## src/sid_pkg.sv

```systemverilog
// Shared constants and carrier types for the status lamp driver
package sid_pkg;

  localparam int unsigned CLK_HZ = 125_000_000;

  // Indicator pattern times in milliseconds
  localparam int unsigned FLICKER_MS = 50;
  localparam int unsigned BLINK_MS   = 200;
  localparam int unsigned GAP_MS     = 1000;

  // One pattern step is the 50 ms flicker phase; other times are multiples of it
  localparam int unsigned STEP_CYC   = (CLK_HZ / 1000) * FLICKER_MS;
  localparam int unsigned BLINK_STEPS = BLINK_MS / FLICKER_MS;
  localparam int unsigned GAP_STEPS   = GAP_MS / FLICKER_MS;
  // Frame: flash 200 on, 200 off, flash 200 on, then 1000 off
  localparam int unsigned FRAME_STEPS = 3 * BLINK_STEPS + GAP_STEPS;

  localparam logic [22:0] STEP_LAST  = 23'(STEP_CYC - 1);
  localparam logic [4:0]  FRAME_LAST = 5'(FRAME_STEPS - 1);
  localparam logic [4:0]  BLINK_LEN  = 5'(BLINK_STEPS);
  localparam logic [4:0]  FLASH2_BEG = 5'(2 * BLINK_STEPS);
  localparam logic [4:0]  FLASH2_END = 5'(3 * BLINK_STEPS);
  // Single flash frame: flash 200 on, then 1000 off
  localparam logic [4:0]  SINGLE_LAST = 5'(BLINK_STEPS + GAP_STEPS - 1);
  localparam logic [1:0]  SYNC_RST   = 2'h0;

  typedef enum logic [1:0]
  {
    SID_INIT     = 2'h0,
    SID_PRE_OP   = 2'h1,
    SID_SAFE_OP  = 2'h2,
    SID_OP       = 2'h3
  } sid_state_t;

  typedef struct packed
  {
    logic cfg_err;
    logic sync_err;
    logic data_err;
    logic app_watchdog;
    logic boot_err;
    logic local_interface_watchdog;
  } sid_err_t;

  typedef struct packed
  {
    logic flicker;
    logic blink;
    logic single_flash;
    logic double_flash;
  } sid_pat_t;

endpackage

```

## src/sid_lamps.sv

```systemverilog
// Front-panel status lamp driver: power, link/activity, run and error lamps
//
// Contract
// - Power lamp lit steadily while unit power is present, dark otherwise.
// - Input port lamp: dark no link, steady linked, flicker with traffic.
// - Output port lamp follows the same dark, steady, flicker scheme.
// - Run lamp: Init dark, Pre-Op blink, Safe-Op single flash, Op steady.
// - Error lamp: blink, double flash, flicker, steady by error class.
// - Error lamp single flash for synchronization or communications data error.
module sid_lamps
  import sid_pkg::*;
(
  input  wire logic       I_CORE_CLK,
  input  wire logic       I_RESET_N,
  input  wire logic       i_power_good,
  input  wire logic       i_in_link,
  input  wire logic       i_in_activity,
  input  wire logic       i_out_link,
  input  wire logic       i_out_activity,
  input  wire logic [1:0] i_slave_state,
  input  wire sid_err_t   i_err,
  output logic            o_power_lamp,
  output logic            o_in_link_lamp,
  output logic            o_out_link_lamp,
  output logic            o_run_lamp,
  output logic            o_err_lamp
);

  // Pin-level inputs pass two flops before use
  localparam int unsigned NIN = 13;

  // Error classes in rising order of severity
  typedef enum logic [2:0]
  {
    SID_ERR_NONE  = 3'h0,
    SID_ERR_CFG   = 3'h1,
    SID_ERR_SYNC  = 3'h2,
    SID_ERR_APP   = 3'h3,
    SID_ERR_BOOT  = 3'h4,
    SID_ERR_LOCAL = 3'h5
  } sid_err_class_t;

  logic [NIN-1:0] raw;
  logic [NIN-1:0] sync1_r;
  logic [NIN-1:0] sync1_nxt;
  logic [NIN-1:0] sync2_r;
  logic [NIN-1:0] sync2_nxt;
  logic           power_good;
  logic           in_link;
  logic           in_activity;
  logic           out_link;
  logic           out_activity;
  logic [1:0]     state_seen_r;
  logic [1:0]     state_seen_nxt;
  sid_state_t     state_r;
  sid_state_t     state_nxt;
  sid_err_t       err;
  sid_err_class_t err_class;
  sid_pat_t       pat;
  logic           power_lamp_r;
  logic           power_lamp_nxt;
  logic           in_lamp_r;
  logic           in_lamp_nxt;
  logic           out_lamp_r;
  logic           out_lamp_nxt;
  logic           run_lamp_r;
  logic           run_lamp_nxt;
  logic           err_lamp_r;
  logic           err_lamp_nxt;

  assign raw = {i_power_good, i_in_link, i_in_activity, i_out_link, i_out_activity,
                i_slave_state, i_err};

  always_comb
  begin
    sync1_nxt = raw;
    sync2_nxt = sync1_r;
  end

  always_ff @(posedge I_CORE_CLK or negedge I_RESET_N)
  begin
    if (!I_RESET_N)
    begin
      sync1_r <= '0;
      sync2_r <= '0;
    end
    else
    begin
      sync1_r <= sync1_nxt;
      sync2_r <= sync2_nxt;
    end
  end

  assign {power_good, in_link, in_activity, out_link, out_activity} = sync2_r[12:8];
  assign err = sid_err_t'(sync2_r[5:0]);

  sid_patgen u_patgen
  (
    .i_clk     (I_CORE_CLK),
    .i_reset_n (I_RESET_N),
    .o_pat     (pat)
  );

  // Pre-Op to Safe-Op flips both state bits; as they settle apart a false
  // code could pass, so a code is taken only when two samples in a row agree
  always_comb
  begin
    state_seen_nxt = sync2_r[7:6];
    state_nxt      = state_r;
    if (sync2_r[7:6] == state_seen_r)
    begin
      state_nxt = sid_state_t'(sync2_r[7:6]);
    end
  end

  always_ff @(posedge I_CORE_CLK or negedge I_RESET_N)
  begin
    if (!I_RESET_N)
    begin
      state_seen_r <= SYNC_RST;
      state_r      <= SID_INIT;
    end
    else
    begin
      state_seen_r <= state_seen_nxt;
      state_r      <= state_nxt;
    end
  end

  // Most severe class wins when several errors are raised at once
  always_comb
  begin
    if (err.local_interface_watchdog)
      err_class = SID_ERR_LOCAL;
    else if (err.boot_err)
      err_class = SID_ERR_BOOT;
    else if (err.app_watchdog)
      err_class = SID_ERR_APP;
    else if (err.sync_err || err.data_err)
      err_class = SID_ERR_SYNC;
    else if (err.cfg_err)
      err_class = SID_ERR_CFG;
    else
      err_class = SID_ERR_NONE;
  end

  always_comb
  begin
    power_lamp_nxt = power_good;
    // Traffic only counts on an established link
    in_lamp_nxt    = in_link & (in_activity ? pat.flicker : 1'b1);
    out_lamp_nxt   = out_link & (out_activity ? pat.flicker : 1'b1);
  end

  always_ff @(posedge I_CORE_CLK or negedge I_RESET_N)
  begin
    if (!I_RESET_N)
    begin
      power_lamp_r <= 1'b0;
      in_lamp_r    <= 1'b0;
      out_lamp_r   <= 1'b0;
    end
    else
    begin
      power_lamp_r <= power_lamp_nxt;
      in_lamp_r    <= in_lamp_nxt;
      out_lamp_r   <= out_lamp_nxt;
    end
  end

  // Reads the filter's next value, so the state costs only one extra edge
  always_comb
  begin
    unique case (state_nxt)
      SID_INIT:    run_lamp_nxt = 1'b0;
      SID_PRE_OP:  run_lamp_nxt = pat.blink;
      SID_SAFE_OP: run_lamp_nxt = pat.single_flash;
      SID_OP:      run_lamp_nxt = 1'b1;
    endcase
  end

  always_ff @(posedge I_CORE_CLK or negedge I_RESET_N)
  begin
    if (!I_RESET_N)
    begin
      run_lamp_r <= 1'b0;
    end
    else
    begin
      run_lamp_r <= run_lamp_nxt;
    end
  end

  always_comb
  begin
    unique case (err_class)
      SID_ERR_NONE:  err_lamp_nxt = 1'b0;
      SID_ERR_CFG:   err_lamp_nxt = pat.blink;
      SID_ERR_SYNC:  err_lamp_nxt = pat.single_flash;
      SID_ERR_APP:   err_lamp_nxt = pat.double_flash;
      SID_ERR_BOOT:  err_lamp_nxt = pat.flicker;
      SID_ERR_LOCAL: err_lamp_nxt = 1'b1;
      default:       err_lamp_nxt = 1'b0;
    endcase
  end

  always_ff @(posedge I_CORE_CLK or negedge I_RESET_N)
  begin
    if (!I_RESET_N)
    begin
      err_lamp_r <= 1'b0;
    end
    else
    begin
      err_lamp_r <= err_lamp_nxt;
    end
  end

  assign o_power_lamp    = power_lamp_r;
  assign o_in_link_lamp  = in_lamp_r;
  assign o_out_link_lamp = out_lamp_r;
  assign o_run_lamp      = run_lamp_r;
  assign o_err_lamp      = err_lamp_r;

endmodule

```

## src/sid_patgen.sv

```systemverilog
// Shared time base producing the indicator flash patterns
module sid_patgen
  import sid_pkg::*;
(
  input  wire logic     i_clk,
  input  wire logic     i_reset_n,
  output sid_pat_t      o_pat
);

  logic [22:0] div_r;
  logic [22:0] div_nxt;
  logic [4:0]  step_r;
  logic [4:0]  step_nxt;
  logic [4:0]  sstep_r;
  logic [4:0]  sstep_nxt;
  logic        flk_r;
  logic        flk_nxt;
  sid_pat_t    pat_r;
  sid_pat_t    pat_nxt;

  always_comb
  begin
    div_nxt   = div_r + 23'h000001;
    step_nxt  = step_r;
    sstep_nxt = sstep_r;
    flk_nxt   = flk_r;
    if (div_r == STEP_LAST)
    begin
      div_nxt   = 23'h000000;
      flk_nxt   = ~flk_r;
      step_nxt  = (step_r == FRAME_LAST) ? 5'h00 : step_r + 5'h01;
      sstep_nxt = (sstep_r == SINGLE_LAST) ? 5'h00 : sstep_r + 5'h01;
    end
    pat_nxt.flicker      = flk_r;
    // Blink runs free, 200 ms on and off; the frame is a whole number of its periods
    pat_nxt.blink        = (step_r % (BLINK_LEN << 1)) < BLINK_LEN;
    // Single flash keeps its own shorter frame so its gap is the 1000 ms one
    pat_nxt.single_flash = (sstep_r < BLINK_LEN);
    pat_nxt.double_flash = (step_r < BLINK_LEN) ||
                           ((step_r >= FLASH2_BEG) && (step_r < FLASH2_END));
  end

  always_ff @(posedge i_clk or negedge i_reset_n)
  begin
    if (!i_reset_n)
    begin
      div_r  <= 23'h000000;
      step_r <= 5'h00;
      sstep_r <= 5'h00;
      flk_r  <= 1'b0;
      pat_r  <= '0;
    end
    else
    begin
      div_r  <= div_nxt;
      step_r <= step_nxt;
      sstep_r <= sstep_nxt;
      flk_r  <= flk_nxt;
      pat_r  <= pat_nxt;
    end
  end

  assign o_pat = pat_r;

endmodule

```

## config.mk

```make
export PLATFORM = sky130hd
export DESIGN_NAME = sid_lamps
export DESIGN_NICKNAME = d
export VERILOG_FILES = /design/src/sid_pkg.sv /design/src/sid_lamps.sv /design/src/sid_patgen.sv
export SDC_FILE = /design/constraint.sdc
export NUM_CORES = 1
export LEC_CHECK = 0
export ABC_AREA = 1
export BUFFER_PORTS_ARGS = -buffer_cell sky130_fd_sc_hd__buf_2
export CORE_MARGIN = 10
export CORE_UTILIZATION = 55
export DETAILED_ROUTE_END_ITERATION = 10
export PLACE_DENSITY = 0.84
export SETUP_SLACK_MARGIN = 0.2
export SYNTH_ARGS = -nofsm -noshare
export SYNTH_HDL_FRONTEND = slang
export SYNTH_SLANG_ARGS = --single-unit
```

## constraint.sdc

```tcl
create_clock -name I_CORE_CLK -period 1.65 [get_ports I_CORE_CLK]
set_input_delay 0.0825 -clock I_CORE_CLK [delete_from_list [all_inputs] [get_ports I_CORE_CLK]]
set_output_delay 0.0825 -clock I_CORE_CLK [all_outputs]
set_load 0.05 [all_outputs]
```

==> results.md <==
* Largest net degree at the start of global routing at 74
* Crit-path cells: inv_1 > nor2_1 > nand2_1 > nor2_4 > nand2_4 > nor2_8 > buf_12 > o21ai_0
* Clk Latency, worst-skew pair at 0.35 ns
* CP Launch Type: flop
* Sequential area share after synthesis at between 50% and 60%
* Slew margin rel. at about three quarters
* Status: finished, final reports clean
* Fin crit share at approximately 90%
* Pre-CTS setup slack at 0.124 ns
* Switching share of power at a little under a quarter
* Share of layout cells above drive strength 1 at approximately a quarter
* CTS H-tree depth at 3
* Number of cell rows at 27
* Placed Instances at around 450
* Number of global-route vias before repair at 2572
* Max Clock Freq at slightly below 0.7 GHz
* First-pass GRT wire length at 12.3 mm
* Clk sink count at 73
* Die Footprint at 9240 um2
* Initial antenna violation count at 0
* Initial Utilization at between 50% and 60%
* Syn-to-layout area delta at 26.3%
* Post-layout util at 72.3%
* Setup-failing EPs final at 0
* Comb pwr share at 5.1%
* Crit-path leading delay family: simple AND/OR/NAND/NOR gates
* Final worst setup slack at around 0.18 ns
* WP depth at 8
* Leak at 1.92 nW
* Max-cap violations at 0
* Crit path kind: reg2reg
* Gp weighted congestion at ~0.89
* IO Pins at 20
* DIE HEIGHT at around 96 um
* Total GRT Usage at about 17%
* DR pass1 iterations at 5
* Share of total power in the clock network at between 40% and 50%
* CTS tree: yes
* Sum Neg Setup Slack at 0 ns
* Remaining DRCs at 0
* Worst-margin pin slew at around 0.37 ns
* Per-cell routed wire length at ~15 um
* Max clock buf depth at 2
* Fin cells at 498
* Root Buffer: clkbuf_8
* FF+latch count, synth at 73
* Worst path max stage delay at 0.42 ns
* Pins Over Slew Limit at 0
* Sequential share of power at roughly 54%
* Hold Slack at between 0.2 and 0.3 ns
* Iter 0 DRT Violations at between 200 and 250
* Critical path required time at ~1.9 ns
* Yosys warning count at 0
* RSZ-0062 raised after global routing: true
* Die X at about 96 um
* Max FO, Critical Path at 9
* Post-DP HPWL at 4.45 mm
* I/O Buffers at 19
* Critical path buffers and inverters at 2
* CP endpoint kind: flop
* Worst Path Arrival at 1.70 ns
* Core area at approximately 5600 um2
* Pint at around 2.6 mW
* Worst Skew at about 0.0044 ns
* ANT cells at 0
* GRT Residual Overflow at 0
* Worst min path class: in2async
* Vias per cell at roughly 5.4
* Post-Syn Area at 3190 um2
* Worst-path clk slew at around 0.070 ns
* Routed WL at 7.62 mm
* R2R cell count at 8
* Post-DRT Antenna Nets at 0
* Post-synthesis cell count at between 300 and 400
* Synth cell types at 28
* Mapped Nets at about 380
* Hold Fails Final Rpt at 0
* Total CTS buffers at 9
* Power Dens Cells at about 850 nW/um2
* Sw Pwr at ~810 uW
* Nets@finish at ~440
* Mean Syn Cell Area at between 8 and 9 um2
* Fin crit period at ~1.5 ns
* Maximum VDD drop at roughly 0.69 mV
* Slowest cell on crit path: dfrtp_1
* Routed vias at about 2700
-- cells in the mapped netlist (all sizes together) --
cell type | count | share of area [%]
nand4 | 9 | 1.8
xnor2 | 3 | 0.82
xor2 | 8 | 2.2
nor2 | 65 | 9.2
nand3b | 1 | 0.24
inv | 47 | 5.5
and2 | 1 | 0.20
a21boi | 2 | 0.47
o21bai | 1 | 0.24
clkbuf | 1 | 0.12
dfrtp | 73 | 57
o21ai | 10 | 1.7
nand2 | 93 | 11
buf | 2 | 0.63
a21oi | 9 | 1.4
nand3 | 26 | 4.8
ha | 4 | 1.6
nor3 | 3 | 0.47
-- worst min-delay path, delay by kind of cell --
kind / cells / cell delay (ns)
buf+inv: 3 / 0.97
-- metal layers --
layer | global-route usage, % | wire (um) | vias up
met5 | 0 | 0 | -
met4 | 7.25 | 175 | 0
met3 | 5.68 | 466 | 19
met2 | 27.7 | 3960 | 103
met1 | 20.9 | 3010 | 1306
li1 | - | - | 1244
-- what timing repair did --
item                                    4_1_cts  5_1_grt
gates cloned                                  0        1
pin swaps                                     4        9
hold buffers                                 14        0
endpoints found under the hold margin        86        0
gates resized for setup                       8       36
buffers inserted                              8       11
endpoints found under the setup margin       26       27
-- registers in the layout (all words and copies together), names as in the netlist --
| register | cells |
|---|---|
| sync2_r | 13 |
| sync1_r | 13 |
| o_err_lamp | 1 |
| o_out_link_lamp | 1 |
| o_run_lamp | 1 |
| u_patgen.div_r | 23 |
| u_patgen.flk_r | 1 |
| o_power_lamp | 1 |
| state_seen_r | 2 |
| u_patgen.step_r | 5 |
| state_r | 2 |
| u_patgen.o_pat | 4 |
| o_in_link_lamp | 1 |
| u_patgen.sstep_r | 5 |
-- area by class of cell --
class                   instances  area, um2
flip-flops and latches         73       1830
fillers                       390       1550
multi-input cells             236       1310
repair buffers                 55        429
inverters                      47        176
clock buffers                  10        138
well taps                      72       90.1
clock inverters                 5       56.3
-- worst paths after layout --
| check | from | end | slack [ns] |
|---|---|---|---|
| worst max-delay path | u_patgen.div_r[12] | u_patgen.step_r[2] | 0.18 |
| worst min-delay path | I_RESET_N | sync1_r[12] | 0.29 |
| worst max register to register | u_patgen.div_r[12] | u_patgen.step_r[2] | 0.18 |
| worst min register to register | sync1_r[8] | sync2_r[8] | 0.35 |
| max in group asynchronous | I_RESET_N | u_patgen.div_r[6] | 1.06 |
| min in group I_CORE_CLK | sync1_r[8] | sync2_r[8] | 0.35 |
-- power groups by stage --
stage	clock network [mW]	logic [mW]	registers, mW
after floorplan	0	0.0371	1.92
after global placement	0	0.141	1.89
after detailed placement	0	0.148	1.89
after CTS	1.41	0.175	1.86
after global routing	1.50	0.194	1.86
final	1.41	0.175	1.86
-- metrics by stage --
step	total power [mW]	instance area (um2)
6_report	3.44	4030
5_1_grt	3.56	4030
4_1_cts	3.44	3820
3_5_place_dp	2.04	3390
3_3_place_gp	2.03	3390
2_1_floorplan	1.96	3190
-- placed cells by master, fill, tap and decap left out, types with 2 or more instances in the layout --
cell,instances
nor3_1,2
a21boi_0,2
clkinv_2,2
dfrtp_1,67
nor2_4,9
xor2_1,7
nand2_1,86
buf_2,19
nor2_2,15
dlygate4sd3_1,14
buf_4,19
xnor2_1,3
inv_1,41
nand3_1,22
nand2_4,2
ha_1,2
dfrtp_2,6
nand3_4,3
nand3_2,2
inv_2,6
clkbuf_8,10
nand4_1,9
a21oi_1,9
o21ai_0,8
nor2_1,40
buf_12,2
nand2_2,5
-- cells by family after synthesis --
logic type / count (synthesis) / synth area share [%]
compound gates: 22 / 3.81
xor+xnor: 11 / 3.02
fa+ha+maj: 4 / 1.57
buf+inv: 50 / 6.28
flops: 73 / 57.3
simple gates: 198 / 28.1
Power figures use the tool's default switching activity.
